File: config.mk
export PLATFORM = sky130hd
export DESIGN_NAME = twt_core
export DESIGN_NICKNAME = d
export VERILOG_FILES = /design/src/rtl/twt_pkg.sv /design/src/rtl/twt_core.sv /design/src/rtl/twt_inl_corr.sv
export SDC_FILE = /design/constraint.sdc
export NUM_CORES = 2
export LEC_CHECK = 0
export ABC_AREA = 1
export BUFFER_PORTS_ARGS = -buffer_cell sky130_fd_sc_hd__buf_2
export CAP_MARGIN = 0
export CORE_ASPECT_RATIO = 2
export CORE_UTILIZATION = 57
export DETAILED_ROUTE_END_ITERATION = 10
export GPL_ROUTABILITY_DRIVEN = 0
export PLACE_DENSITY_LB_ADDON = 0.25
export SLEW_MARGIN = 10
export SYNTH_ARGS = -nofsm -noshare
export SYNTH_HDL_FRONTEND = slang
export SYNTH_HIERARCHICAL = 1
export SYNTH_SLANG_ARGS = --single-unit
File: constraint.sdc
create_clock -name i_clk -period 8.7 [get_ports i_clk]
set_input_delay 2.61 -clock i_clk [delete_from_list [all_inputs] [get_ports i_clk]]
set_output_delay 2.61 -clock i_clk [all_outputs]
set_load 0.005 [all_outputs]
File: src/rtl/twt_pkg.sv
// Purpose: Shared constants for the trigger window / timestamp / INL block
// Assumes: APB slave, 32-bit data, 200 MHz system clock
// Notes:   Offsets are byte addresses
package twt_pkg;
  // ------------------------------------------------------------
  // Register map
  // ------------------------------------------------------------
  localparam logic [15:0] ADDR_CONTROL  = 16'h1000;
  localparam logic [15:0] ADDR_WINDOW   = 16'h1004;
  localparam logic [15:0] ADDR_STATUS   = 16'h1008;
  localparam logic [15:0] ADDR_COUNTER  = 16'h100c;
  localparam logic [15:0] ADDR_LATCHED  = 16'h1010;
  localparam logic [15:0] ADDR_LUT_BASE = 16'h1400;
  localparam logic [15:0] ADDR_LUT_MASK = 16'hfc00;

  // ------------------------------------------------------------
  // Control fields
  // ------------------------------------------------------------
  localparam int          CTL_W           = 16;
  localparam logic [15:0] CTL_RESET       = 16'h0020;
  localparam logic [15:0] CTL_EXTENDED_TRIGGER_TIMESTAMP_MASK   = 16'h0a00;
  localparam int          CTL_INL_EN_BIT  = 5;
  localparam int          CTL_SUPPR_BIT   = 2;
  localparam int          CTL_RES_LSB     = 0;
  localparam int          CTL_STRADDLE_BIT = 3;

  // ------------------------------------------------------------
  // Window, timing, words
  // ------------------------------------------------------------
  localparam int          WIN_W          = 12;
  localparam logic [11:0] WIN_MAX        = 12'hfff;
  localparam int          TRIG_DELAY_CYC = 40;
  localparam int          CLK_HZ         = 200_000_000;
  localparam int          MOD_CLK_HZ     = 40_000_000;
  localparam int          MOD_DIV        = CLK_HZ / MOD_CLK_HZ;
  localparam logic [4:0]  EXTENDED_TRIGGER_TIMESTAMP_ID        = 5'h11;
  localparam int          SLOT_W         = 5;
  localparam int          CODE_W         = 21;
  localparam int          WRAP_FINE      = 19;
  localparam int          WRAP_COARSE    = 17;
  localparam int          LUT_DEPTH      = 256;
  localparam logic [7:0]  MASK_MED       = 8'h7f;
  localparam logic [7:0]  MASK_FINE      = 8'hff;

  // Resolution select
  typedef enum logic [1:0] {
    TWT_RES_800PS,
    TWT_RES_200PS,
    TWT_RES_100PS,
    TWT_RES_SPARE
  } twt_res_type;

  // Event word tags (top bits)
  localparam logic [4:0]  TAG_HEADER  = 5'h08;
  localparam logic [4:0]  TAG_TRAILER = 5'h10;
  localparam logic [4:0]  TAG_DATUM   = 5'h00;
endpackage

File: src/rtl/twt_core.sv
// Purpose: Trigger window delay, extended timestamp and event framing with INL correction
// Assumes: APB slave; hits and triggers synchronous to i_clk
// Notes:   Module time base is a 40 MHz enable from a divider
// What this block does
// - Window width and offset are 12-bit values counted in 25 ns cycles.
// - Straddling or later windows get a 40-cycle internal trigger delay.
// - Per-channel time counter wraps at 2^19, or 2^17 at coarsest resolution.
// - Free 32-bit counter captured on each trigger, reported when enabled.
// - Timestamp word has id 10001 on top, counter bits 31..5 below.
// - With timestamp on, trailer carries counter low five bits instead of slot.
// - Timestamp reporting off at reset, on when control bits 9 and 11 set.
// - Events without hits inside the window can optionally be suppressed.
// - Correction subtracts table entry chosen by code position within clock period.
// - Medium resolution uses 128 entries indexed by code masked with 0x7f.
// - Finest resolution uses 256 entries indexed by code masked with 0xff.
// - Coarsest 800 ps resolution passes codes unchanged.
// - Correction on by default, cleared control bit 5 disables it.
// - Correction table is loaded from on-board flash storage.
// - Each event's hits lie between header and trailer; trailer repeats event id.
module twt_core #(
  parameter int                CODE_W    = twt_pkg::CODE_W,
  parameter logic [4:0]        SLOT_ADDR = 5'h00
) (
  // Clock and reset
  input  wire logic              i_clk,
  input  wire logic              i_sys_rst,
  // APB slave
  input  wire logic              i_psel,
  input  wire logic              i_penable,
  input  wire logic              i_pwrite,
  input  wire logic [15:0]       i_paddr,
  input  wire logic [31:0]       i_pwdata,
  output logic [31:0]            o_prdata,
  output logic                   o_pready,
  output logic                   o_pslverr,
  // Flash table loader
  input  wire logic              i_flash_we,
  input  wire logic [7:0]        i_flash_addr,
  input  wire logic [7:0]        i_flash_data,
  // Trigger and hits
  input  wire logic              i_trigger,
  input  wire logic              i_hit_valid,
  input  wire logic [CODE_W-1:0] i_hit_code,
  input  wire logic              i_hit_in_window,
  input  wire logic              i_window_done,
  // Event word stream
  output logic                   o_word_valid,
  output logic [31:0]            o_word,
  output logic                   o_match_trigger,
  output logic                   o_cfg_error
);
  // ------------------------------------------------------------
  // State
  // ------------------------------------------------------------
  typedef enum {
    ST_IDLE,
    ST_HEADER,
    ST_BODY,
    ST_STAMP,
    ST_TRAILER
  } twt_ev_type;

  typedef struct packed {
    logic [15:0]       ctl;
    logic [11:0]       width;
    logic [11:0]       offset_mag;
    logic              offset_neg;
    logic [2:0]        div;
    logic [31:0]       extended_trigger_timestamp;
    logic [31:0]       extended_trigger_timestamp_lat;
    logic [5:0]        dly_cnt;
    logic              dly_busy;
    logic [18:0]       chan_cnt;
    logic [11:0]       event_id;
    logic [11:0]       hit_count;
    logic              held;
    logic [CODE_W-1:0] held_code;
    twt_ev_type        ev;
    logic              word_valid;
    logic [31:0]       word;
    logic              match;
    logic [31:0]       prdata;
  } twt_state_type;

  twt_state_type s_q, s_d;

  logic              corr_valid;
  logic [CODE_W-1:0] corr_code;
  logic              tick;
  logic              extended_trigger_timestamp_on;
  logic              wr_en;
  logic              rd_en;
  logic              lut_hit;
  logic              addr_ok;
  logic [1:0]        res;
  logic              straddle;
  logic [12:0]       sum_win;

  // ------------------------------------------------------------
  // Helpers
  // ------------------------------------------------------------
  function automatic logic [31:0] twt_frame(input logic [4:0] tag, input logic [26:0] body);
    twt_frame = {tag, body};
  endfunction

  function automatic logic [31:0] twt_head(input logic [11:0] id);
    twt_head = twt_frame(twt_pkg::TAG_HEADER, {10'h000, id, SLOT_ADDR});
  endfunction

  function automatic logic [18:0] twt_wrap(input logic [18:0] cnt, input logic [1:0] r);
    logic [18:0] nxt;
    nxt = cnt + 19'h00001;
    if (r == twt_pkg::TWT_RES_800PS) begin
      nxt[18:twt_pkg::WRAP_COARSE] = '0;
    end
    twt_wrap = nxt;
  endfunction

  // ------------------------------------------------------------
  // Decode
  // ------------------------------------------------------------
  assign res      = s_q.ctl[twt_pkg::CTL_RES_LSB +: 2];
  assign straddle = s_q.ctl[twt_pkg::CTL_STRADDLE_BIT];
  assign extended_trigger_timestamp_on  = (s_q.ctl & twt_pkg::CTL_EXTENDED_TRIGGER_TIMESTAMP_MASK) == twt_pkg::CTL_EXTENDED_TRIGGER_TIMESTAMP_MASK;
  assign tick     = (s_q.div == 3'(twt_pkg::MOD_DIV - 1));
  assign wr_en    = i_psel && i_penable && i_pwrite;
  assign rd_en    = i_psel && !i_penable && !i_pwrite;
  assign lut_hit  = (i_paddr & twt_pkg::ADDR_LUT_MASK) == twt_pkg::ADDR_LUT_BASE;
  assign addr_ok  = lut_hit || i_paddr == twt_pkg::ADDR_CONTROL || i_paddr == twt_pkg::ADDR_WINDOW
                 || i_paddr == twt_pkg::ADDR_STATUS || i_paddr == twt_pkg::ADDR_COUNTER
                 || i_paddr == twt_pkg::ADDR_LATCHED;
  assign sum_win  = s_q.offset_neg ? 13'(s_q.width) - 13'(s_q.offset_mag)
                                   : 13'(s_q.width) + 13'(s_q.offset_mag);
  // Settings legality check
  assign o_cfg_error = straddle ? (!s_q.offset_neg ? (sum_win > 13'(twt_pkg::TRIG_DELAY_CYC))
                                 : ($signed(sum_win) > $signed(13'(twt_pkg::TRIG_DELAY_CYC))))
                                : (!s_q.offset_neg || s_q.width >= s_q.offset_mag);

  // ------------------------------------------------------------
  // INL correction
  // ------------------------------------------------------------
  twt_inl_corr #(
    .CODE_W (CODE_W),
    .DEPTH  (twt_pkg::LUT_DEPTH)
  ) u_inl (
    .i_clk      (i_clk),
    .i_sys_rst  (i_sys_rst),
    .i_lut_we   (i_flash_we || (wr_en && lut_hit)),
    .i_lut_addr (i_flash_we ? i_flash_addr : i_paddr[9:2]),
    .i_lut_data (i_flash_we ? i_flash_data : i_pwdata[7:0]),
    .i_enable   (s_q.ctl[twt_pkg::CTL_INL_EN_BIT]),
    .i_res      (res),
    .i_valid    (i_hit_valid),
    .i_code     (i_hit_code),
    .o_valid    (corr_valid),
    .o_code     (corr_code)
  );

  // ------------------------------------------------------------
  // Next state
  // ------------------------------------------------------------
  always_comb begin
    s_d = s_q;
    s_d.word_valid = 1'b0;
    s_d.match      = 1'b0;
    s_d.div        = tick ? 3'h0 : s_q.div + 3'h1;
    if (tick) begin
      s_d.extended_trigger_timestamp     = s_q.extended_trigger_timestamp + 32'h00000001;
      s_d.chan_cnt = twt_wrap(s_q.chan_cnt, res);
    end
    if (wr_en) begin
      case (i_paddr)
        twt_pkg::ADDR_CONTROL: begin
          s_d.ctl = i_pwdata[15:0];
        end
        twt_pkg::ADDR_WINDOW: begin
          s_d.width      = i_pwdata[11:0];
          s_d.offset_mag = i_pwdata[27:16];
          s_d.offset_neg = i_pwdata[31];
        end
        default: begin
        end
      endcase
    end
    if (rd_en) begin
      case (i_paddr)
        twt_pkg::ADDR_CONTROL: s_d.prdata = {16'h0000, s_q.ctl};
        twt_pkg::ADDR_WINDOW:  s_d.prdata = {s_q.offset_neg, 3'h0, s_q.offset_mag, 4'h0, s_q.width};
        twt_pkg::ADDR_STATUS:  s_d.prdata = {o_cfg_error, s_q.dly_busy, 10'h000, s_q.event_id, 8'h00};
        twt_pkg::ADDR_COUNTER: s_d.prdata = s_q.extended_trigger_timestamp;
        twt_pkg::ADDR_LATCHED: s_d.prdata = s_q.extended_trigger_timestamp_lat;
        default:               s_d.prdata = 32'h00000000;
      endcase
    end
    // Trigger capture and optional delay
    if (i_trigger) begin
      s_d.extended_trigger_timestamp_lat = s_q.extended_trigger_timestamp;
      if (straddle) begin
        s_d.dly_busy = 1'b1;
        s_d.dly_cnt  = 6'h00;
      end else begin
        s_d.match = 1'b1;
      end
    end else if (s_q.dly_busy && tick) begin
      if (s_q.dly_cnt == 6'(twt_pkg::TRIG_DELAY_CYC - 1)) begin
        s_d.dly_busy = 1'b0;
        s_d.match    = 1'b1;
      end else begin
        s_d.dly_cnt = s_q.dly_cnt + 6'h01;
      end
    end
    // Event framing
    case (s_q.ev)
      ST_IDLE: begin
        if (s_q.match) begin
          s_d.ev        = ST_HEADER;
          s_d.hit_count = 12'h000;
          s_d.held      = 1'b0;
        end
      end
      ST_HEADER: begin
        s_d.ev = ST_BODY;
        if (!s_q.ctl[twt_pkg::CTL_SUPPR_BIT]) begin
          s_d.word_valid = 1'b1;
          s_d.word       = twt_head(s_q.event_id);
        end
      end
      ST_BODY: begin
        s_d.held = 1'b0;
        // Drain a hit held behind a late header
        if (s_q.held) begin
          s_d.word_valid = 1'b1;
          s_d.word       = twt_frame(twt_pkg::TAG_DATUM, 27'(s_q.held_code));
        end
        if (corr_valid && i_hit_in_window) begin
          s_d.hit_count = s_q.hit_count + 12'h001;
          if (!s_q.ctl[twt_pkg::CTL_SUPPR_BIT]) begin
            s_d.word_valid = 1'b1;
            s_d.word       = twt_frame(twt_pkg::TAG_DATUM, 27'(corr_code));
          end else begin
            // Late header, so hits trail it by one cycle
            s_d.held      = 1'b1;
            s_d.held_code = corr_code;
            if (s_q.hit_count == 12'h000) begin
              s_d.word_valid = 1'b1;
              s_d.word       = twt_head(s_q.event_id);
            end
          end
        end else if (i_window_done) begin
          s_d.ev = extended_trigger_timestamp_on ? ST_STAMP : ST_TRAILER;
        end
      end
      ST_STAMP: begin
        s_d.ev = ST_TRAILER;
        if (!(s_q.ctl[twt_pkg::CTL_SUPPR_BIT] && s_q.hit_count == 12'h000)) begin
          s_d.word_valid = 1'b1;
          s_d.word       = {twt_pkg::EXTENDED_TRIGGER_TIMESTAMP_ID, s_q.extended_trigger_timestamp_lat[31:5]};
        end
      end
      ST_TRAILER: begin
        s_d.ev       = ST_IDLE;
        s_d.event_id = s_q.event_id + 12'h001;
        if (!(s_q.ctl[twt_pkg::CTL_SUPPR_BIT] && s_q.hit_count == 12'h000)) begin
          s_d.word_valid = 1'b1;
          s_d.word = twt_frame(twt_pkg::TAG_TRAILER, {s_q.event_id, s_q.hit_count[9:0],
                     extended_trigger_timestamp_on ? s_q.extended_trigger_timestamp_lat[4:0] : SLOT_ADDR});
        end
      end
      default: s_d.ev = ST_IDLE;
    endcase
  end

  always_ff @(posedge i_clk or posedge i_sys_rst) begin
    if (i_sys_rst) begin
      s_q     <= '0;
      s_q.ctl <= twt_pkg::CTL_RESET;
      s_q.ev  <= ST_IDLE;
    end else begin
      s_q <= s_d;
    end
  end

  // ------------------------------------------------------------
  // Outputs
  // ------------------------------------------------------------
  assign o_prdata        = s_q.prdata;
  assign o_pready        = 1'b1;
  assign o_pslverr       = i_psel && i_penable && !addr_ok;
  assign o_word_valid    = s_q.word_valid;
  assign o_word          = s_q.word;
  assign o_match_trigger = s_q.match;

  // ------------------------------------------------------------
  // Checks
  // ------------------------------------------------------------
  chk_extended_trigger_timestamp_capture: assert property (@(posedge i_clk) disable iff (i_sys_rst)
    i_trigger |=> s_q.extended_trigger_timestamp_lat == $past(s_q.extended_trigger_timestamp))
    else $error("timestamp not captured");
  chk_extended_trigger_timestamp_wrap: assert property (@(posedge i_clk) disable iff (i_sys_rst)
    (tick && s_q.extended_trigger_timestamp == 32'hffffffff) |=> s_q.extended_trigger_timestamp == 32'h00000000)
    else $error("timestamp wrap wrong");
  chk_stamp_id: assert property (@(posedge i_clk) disable iff (i_sys_rst)
    (s_q.ev == ST_STAMP && s_d.word_valid) |=> o_word[31:27] == twt_pkg::EXTENDED_TRIGGER_TIMESTAMP_ID)
    else $error("stamp word id wrong");
  chk_trailer_low: assert property (@(posedge i_clk) disable iff (i_sys_rst)
    (s_q.ev == ST_TRAILER && s_d.word_valid && extended_trigger_timestamp_on) |=> o_word[4:0] == $past(s_q.extended_trigger_timestamp_lat[4:0]))
    else $error("trailer low bits wrong");
  chk_no_stamp_off: assert property (@(posedge i_clk) disable iff (i_sys_rst)
    (s_q.ev == ST_BODY && !extended_trigger_timestamp_on) |=> s_q.ev != ST_STAMP)
    else $error("stamp sent while disabled");
  chk_chan_wrap: assert property (@(posedge i_clk) disable iff (i_sys_rst)
    (tick && res == twt_pkg::TWT_RES_800PS) |=> s_q.chan_cnt[18:17] == 2'b00)
    else $error("channel counter wrap wrong");
  chk_chan_roll: assert property (@(posedge i_clk) disable iff (i_sys_rst)
    (tick && res != twt_pkg::TWT_RES_800PS && s_q.chan_cnt == 19'h7ffff) |=> s_q.chan_cnt == 19'h00000)
    else $error("channel counter roll wrong");
  chk_delay_match: assert property (@(posedge i_clk) disable iff (i_sys_rst)
    (i_trigger && straddle) |=> !s_q.match)
    else $error("delayed trigger matched early");
  chk_suppress: assert property (@(posedge i_clk) disable iff (i_sys_rst)
    (s_q.ev == ST_TRAILER && s_q.ctl[twt_pkg::CTL_SUPPR_BIT] && s_q.hit_count == 12'h000) |=> !o_word_valid)
    else $error("empty event not suppressed");
  chk_header_first: assert property (@(posedge i_clk) disable iff (i_sys_rst)
    (s_q.ev == ST_IDLE && s_q.match) |=> s_q.ev == ST_HEADER)
    else $error("event not opened by header");
  chk_late_header: assert property (@(posedge i_clk) disable iff (i_sys_rst)
    (s_q.ev == ST_BODY && s_q.ctl[twt_pkg::CTL_SUPPR_BIT] && corr_valid && i_hit_in_window
     && s_q.hit_count == 12'h000) |=> (o_word_valid && o_word[31:27] == twt_pkg::TAG_HEADER))
    else $error("late header missing");
  chk_held_datum: assert property (@(posedge i_clk) disable iff (i_sys_rst)
    (s_q.ev == ST_BODY && s_q.held) |=> (o_word_valid && o_word[31:27] == twt_pkg::TAG_DATUM))
    else $error("held hit not sent");
  chk_delay_end: assert property (@(posedge i_clk) disable iff (i_sys_rst)
    (s_q.dly_busy && tick && !i_trigger && s_q.dly_cnt == 6'(twt_pkg::TRIG_DELAY_CYC - 1)) |=> s_q.match)
    else $error("delayed trigger never matched");
  chk_event_id: assert property (@(posedge i_clk) disable iff (i_sys_rst)
    (s_q.ev == ST_TRAILER) |=> s_q.event_id == $past(s_q.event_id) + 12'h001)
    else $error("event id not advanced");
endmodule

File: src/rtl/twt_inl_corr.sv
// Purpose: INL correction of fine-time codes by lookup table
// Assumes: Table loaded word by word from flash loader or bus
// Notes:   One cycle latency, data output registered
module twt_inl_corr #(
  parameter int CODE_W = 21,
  parameter int DEPTH  = 256
) (
  // Clock and reset
  input  wire logic              i_clk,
  input  wire logic              i_sys_rst,
  // Table load
  input  wire logic              i_lut_we,
  input  wire logic [7:0]        i_lut_addr,
  input  wire logic [7:0]        i_lut_data,
  // Controls
  input  wire logic              i_enable,
  input  wire logic [1:0]        i_res,
  // Code stream
  input  wire logic              i_valid,
  input  wire logic [CODE_W-1:0] i_code,
  output logic                   o_valid,
  output logic [CODE_W-1:0]      o_code
);
  // ------------------------------------------------------------
  // Table and state
  // ------------------------------------------------------------
  logic signed [7:0] lut_mem [DEPTH];

  typedef struct packed {
    logic              valid;
    logic [CODE_W-1:0] code;
  } twt_inl_state_type;

  twt_inl_state_type s_q, s_d;
  logic [7:0]        idx;
  logic signed [7:0] corr;

  always_ff @(posedge i_clk) begin
    if (i_lut_we) begin
      lut_mem[i_lut_addr] <= i_lut_data;
    end
  end

  always_comb begin
    idx  = (i_res == twt_pkg::TWT_RES_100PS) ? (i_code[7:0] & twt_pkg::MASK_FINE)
                                             : (i_code[7:0] & twt_pkg::MASK_MED);
    corr = lut_mem[idx];
    s_d  = s_q;
    s_d.valid = i_valid;
    if (i_valid) begin
      if (i_enable && (i_res == twt_pkg::TWT_RES_200PS || i_res == twt_pkg::TWT_RES_100PS)) begin
        s_d.code = i_code - CODE_W'(signed'({{(CODE_W-8){corr[7]}}, corr}));
      end else begin
        s_d.code = i_code;
      end
    end
  end

  always_ff @(posedge i_clk or posedge i_sys_rst) begin
    if (i_sys_rst) begin
      s_q <= '0;
    end else begin
      s_q <= s_d;
    end
  end

  assign o_valid = s_q.valid;
  assign o_code  = s_q.code;

  chk_bypass_coarse: assert property (@(posedge i_clk) disable iff (i_sys_rst)
    (i_valid && i_res == twt_pkg::TWT_RES_800PS) |=> (o_valid && o_code == $past(i_code)))
    else $error("coarse code altered");
  chk_bypass_off: assert property (@(posedge i_clk) disable iff (i_sys_rst)
    (i_valid && !i_enable) |=> (o_code == $past(i_code)))
    else $error("disabled correction altered code");
endmodule

# --- Word level (Yosys, flattened, before mapping) ---
# Memories as Yosys holds them, arrays and structs flattened.
# Cells that the tools add are included.
word_totals:
  register_bits: 281
  ramBits: 2048
  inputBits: 95
  out_inout_bits: 69
  wordCells: 131
  memories: 1
op_classes:
  n_addsub: 8
  order_cmp: 3
  eq_ne: 24
  muxes: 38
  n_reduce_logical: 37
mem_list:
  columns: ["memory", "depth", "width", "read_ports", "rd_clocked_by_memory_dff", "wr", "line_no", "source"]
  rows:
  - ["u_inl.lut_mem", 256, 8, 1, 0, 1, "twt_inl_corr.sv:27", "logic signed [7:0] lut_mem [DEPTH];"]
ops:
  columns: ["op", "n"]
  rows:
  - ["33-bit 2-to-1 mux", 7]
  - ["32-bit one-hot mux with 5 select lines", 1]
  - ["33-bit one-hot mux with 4 select lines", 1]
  - ["32-bit one-hot mux with 4 select lines", 1]
  - ["32-bit 2-to-1 mux", 3]
  - ["16-bit by 13-bit equality test with 1-bit output (second input constant)", 5]
  - ["32-bit by 2-bit equality test with 1-bit output (second input constant)", 2]
  - ["34-bit 2-to-1 mux", 1]
  - ["32-bit by 1-bit adder with 32-bit output (second input constant)", 1]
  - ["32-bit by 1-bit equality test with 1-bit output (second input constant)", 1]
  - ["32-bit by 3-bit equality test with 1-bit output (second input constant)", 1]
  - ["32-bit logical NOT", 1]
  - ["13-bit 2-to-1 mux", 2]
  - ["13-bit one-hot mux with 2 select lines", 1]
  - ["12-bit by 1-bit adder with 12-bit output (second input constant)", 2]
  - ["8-bit 2-to-1 mux", 3]
  - ["22-bit 2-to-1 mux", 1]
  - ["21-bit 2-to-1 mux", 1]
  - ["7-bit 2-to-1 mux", 3]
  - ["21-bit subtractor", 1]
  - ["2-bit inequality test (second input constant)", 8]
  - ["3-bit AND reduction", 5]
  - ["12-bit by 12-bit adder with 13-bit output", 1]
  - ["13-bit by 6-bit > comparator with 1-bit output (second input constant)", 1]
  - ["other kinds (23)", 56]

# --- Longest topological paths before layout ---
logic_depth:
  depth_word: 8
  mapped_depth: 29
  ltp_nobuf: 24

# --- Modules after synthesis ---
# Netlist, hierarchy kept.
by_module_without_submodules:
  columns: ["module", "n_inst", "cells_each", "area_per_inst_um2", "seq_area_each_um2"]
  rows:
  - ["twt_inl_corr", 1, 6722, 83883.0, 62049.5]
  - ["twt_core", 1, 1588, 13041.3, 5756.8]

# --- Worst setup path after synthesis ---
# No wires, ideal clock.
synth_timing:
  kind: "input to register"
  startpoint: "input i_flash_we"
  endpoint: "memory u_inl.lut_mem[0][3] (data pin)"
  setup_time_ns: 2.187
  t_arrival_ns: 12.740
  required_time_ns: 6.513
  setup_slack_ns: -6.227
  stages: 2
  path_buffers: 1
  cell_sequence: "clkbuf_1 > o21ai_0"
synth_between:
  elab_chain_len: 1
synth_lines:
  columns: ["element", "line_no", "source"]
  rows:
  - ["start: declaration", "twt_core.sv:37", "input wire logic i_flash_we,"]
  - ["8-bit 2-to-1 mux", "twt_core.sv:150", ".i_lut_data (i_flash_we ? i_flash_data : i_pwdata[7:0]),"]
  - ["end: declaration", "twt_inl_corr.sv:27", null]
# No other way between the ends.

# --- Worst setup path after layout ---
layout_timing:
  startpoint: "input i_hit_code[0]"
  endpoint: "register u_inl.s_q (netlist bit u_inl/o_code[13])"
layout_between:
  elab_chain_len: 4
layout_lines:
  columns: ["element", "line_no", "source"]
  rows:
  - ["start: declaration", "twt_core.sv:43", "input wire logic [CODE_W-1:0] i_hit_code,"]
  - ["8-bit 2-to-1 mux", "twt_inl_corr.sv:45", "idx = (i_res == twt_pkg::TWT_RES_100PS) ? (i_code[7:0] & twt_pkg::MASK_FINE)"]
  - ["memory read 256 x 8 bit", null, null]
  - ["21-bit subtractor (*)", "twt_inl_corr.sv:52", "s_d.code = i_code - CODE_W'(signed'({{(CODE_W-8){corr[7]}}, corr}));"]
  - ["21-bit 2-to-1 mux (*)", "twt_inl_corr.sv:51", "if (i_enable && (i_res == twt_pkg::TWT_RES_200PS || i_res == twt_pkg::TWT_RES_100PS)) begin"]
  - ["end signal: assignment", "twt_inl_corr.sv:61", "s_q <= '0;"]
  - ["end signal: assignment", "twt_inl_corr.sv:63", "s_q <= s_d;"]
  - ["end: declaration", "twt_inl_corr.sv:34", "twt_inl_state_type s_q, s_d;"]
# Every way passes the cells marked *; elsewhere a longest branch is shown, timed or not.
# A chain may end at the register's enable or synchronous reset.

==> results.py <==
metrics = {
    "clock_tree": {
        "cts_tree": "done",
        "htreeDepth": 4,
        "cts_buffer_depth": 4,
        "clock_sinks": 2300,
        "cts_setup_buffers": 0,
        "numCtsBuffers": 192,
        "cts.repair.resized": 0,
        "clockRootBuffer": "clkbuf_16",
        "path_clk_slew_ps": 60,
        "cts_hold_buffers": 0,
        "clock_latency_ps": 840,
    },
    "cells_and_area": {
        "drive_above_1_share": 0.0802,
        "synthToLayoutAreaGrowth_pct": 8.68,
        "final_nets": 8358,
        "nFillCells": 12700,
    },
    "outcome": {
        "status": "finished with violations",
        "violations": "design-rule violations",
    },
    "timing": {
        "finalSetupViolations": 0,
        "period_needed_ps": 7380,
        "setup_slack_ps": 1320,
        "hold_violations": 0,
        "relSlewSlack": 0.0721,
        "hold-worst-slack_ps": 473,
        "tightest_slew_ps": 1390,
        "finClkSkew_ps": 37.0,
        "rsz0062_at_grt": "no",
        "timing.final.crit_share": 0.848,
        "maxSlewViolCount": 0,
        "fmax_ghz": 0.136,
    },
    "worst_hold_path": {
        "min_path_type": "reg -> reg",
    },
    "logic_synthesis": {
        "syn-mean-instance-area_um2": 11.7,
        "synth_edf_count": 2048,
        "synth_seq_cells": 2300,
        "synth_ff_type": "edfxtp_1",
        "yosysTopAreaCellShare": 0.635,
        "syn_inst": 8310,
        "yosysUniqueCellTypes": 67,
        "yosysWarnings": 6,
        "synthesis.area_um2": 96900,
        "async_flop_share": 0.110,
        "yosysSeqAreaShare": 0.700,
        "synth_fp_nets": 8461,
        "yosys.area.top_type": "edfxtp_1",
        "synth_area_leaders": "edfxtp_1 63%, dfrtp_1 6.5%, o21ai_0 5.9%",
    },
    "global_route": {
        "grt_pass1_vias": 65600,
        "grt_usage": 0.329,
        "overflow": 0,
        "grt_pass1_wl_um": 416000,
        "grt_max_degree": 217,
        "antenna_found_initial": 14,
    },
    "critical_path": {
        "crit_buf_inv": 5,
        "max_stage_delay_ps": 860,
        "end_kind": "flop",
        "r2r_slack_ps": 3790,
        "crit_required_ps": 9410,
        "cp_top_family": "compound AO/OA/AOI/OAI gates",
        "worstPathArrival_ps": 8090,
        "crit_type": "in -> reg",
        "crit_fanout": 143,
        "start_kind": "input port",
        "critPathSlowestCell": "o22ai_1",
    },
    "routing": {
        "vias_per_cell": 6.33,
        "drt_iter0_drc": 6680,
        "antenna_left": 0,
        "firstDrtPassIters": 11,
        "wl_um": 284000,
        "remaining_drc_errors": 2,
        "dr_total_vias": 67200,
        "wire_per_inst_um": 26.7,
    },
    "power": {
        "p_leak_nw": 35.5,
        "p_total_mw": 23.0,
        "ir_drop_mv": 0.167,
        "power.density_nw_per_um2": 219,
    },
    "flow_run": {
        "maxCapViolCount": 0,
    },
    "placed_design": {
        "io_buffers": 159,
        "preCtsSetupSlack_ps": 715,
        "dp.final_hpwl_um": 178000,
    },
    "die": {
        "die_area_um2": 172000,
        "rows": 213,
        "initial_core_util": 0.575,
        "die_w_um": 294,
        "io_pins": 164,
        "die_h_um": 585,
        "core_um2": 169000,
    },
}
power breakdown:
part | leakage, nW | switching [mW] | internal [mW]
clock network | 2.98 | 3.89 | 4.76
logic | 11.3 | 1.54 | 0.522
registers | 21.2 | 0.0952 | 12.2
layout make-up:
class	instances	area, µm²	area share
Multi-Input combinational cell	5126	24900	0.237
Sequential cell	2300	67800	0.644
Clock inverter	111	1070	0.0102
Tap cell	2257	2820	0.0268
Clock buffer	228	5100	0.0484
Antenna cell	13	32.5	0.000309
Inverter	277	1090	0.0103
Timing Repair Buffer	310	2460	0.0234
cells in the mapped netlist, drive strengths merged (2+ instances only):
cell and number:
inv 272, o21bai 2, clkinv 5, a2bb2oi 4, o32ai 7, o22ai 581, o2111ai 10, ha 53
o21a 2, mux2 23, nand4 29, a221oi 26, nor3 32, xnor2 8, a31oi 5, xor2 49
nand3b 3, nand2 859, fa 3, nor3b 3, nand3 459, o31ai 3, clkbuf 277, buf 330
o211ai 19, o221ai 5, nor2 1514, o21ai 1293, a21oi 92, edfxtp 2048, a22oi 8, a311oi 2
dfrtp 251, mux2i 4, a211oi 5, a211o 2, nor4 13
routing by layer:
layer / wire [µm] / vias up / share of wire / global-route usage
met1: 88700 / 32700 / 0.31 / 0.346
met5: 20 / - / 0.000070 / 0.000284
met4: 29400 / 4 / 0.10 / 0.292
met3: 24000 / 1084 / 0.085 / 0.0584
met2: 142000 / 3716 / 0.50 / 0.564
li1: - / 29700 / - / -
tightest hold or removal path: cells and delay by family (launching register included):
kind / cells / cell delay, ps
flops: 1 / 340
simple gates: 2 / 100
path summary, 6_finish.rpt:
kind / end / depth (start not counted) / start
worst max register to register: u_inl/o_code[20] / 19 / res[0]
worst min-delay path: o_word[27] / 2 / o_word[27]
max in group asynchronous: s_q[268] / 3 / i_sys_rst
min in group asynchronous: s_q[118] / 2 / i_sys_rst
worst max-delay path: u_inl/o_code[13] / 26 / i_hit_code[0]
worst min register to register: o_word[27] / 2 / o_word[27]
flip-flops by register name, summed over array words and instances, names as in the netlist:
signal,flops
u_inl/lut_mem,2048
s_q,162
o_prdata,32
o_word,32
u_inl/o_code,21
res,2
o_match_trigger,1
o_word_valid,1
u_inl/o_valid,1
cells by family after synthesis:
kind of cell,synth area share
buffers and inverters,0.0441
DFF,0.700
muxes,0.00309
xor gates and xnor gates,0.00515
adders and majority gates,0.00746
AOI/OAI and AO/OA,0.118
and+or+nand+nor,0.123
other,0.0000387
per-stage QoR:
stage | TNS [ps] | util | std cells | instance area (µm²)
finish | 0 | 0.624 | 10600 | 105000
CTS | 0 | 0.624 | 10600 | 105000
global placement | 0 | 0.588 | 10300 | 99100
floorplan | -3798040 | - | 8310 | 96900
detailed placement | 0 | 0.588 | 10300 | 99100
global route | 0 | 0.624 | 10600 | 105000
layout by cell type (no fill, tap or decap), drive strengths merged, types with 23 or more instances in the layout:
| cell type | n |
|---|---|
| nand2 | 859 |
| clkinv | 69 |
| clkbuf | 228 |
| nor3 | 32 |
| buf | 310 |
| nor2 | 1514 |
| mux2 | 23 |
| ha | 53 |
| o21ai | 1293 |
| xor2 | 49 |
| nand4 | 29 |
| o22ai | 581 |
| a221oi | 26 |
| edfxtp | 2048 |
| inv | 279 |
| nand3 | 459 |
| dfrtp | 251 |
| a21oi | 92 |
(Power assumes the default switching activity.)
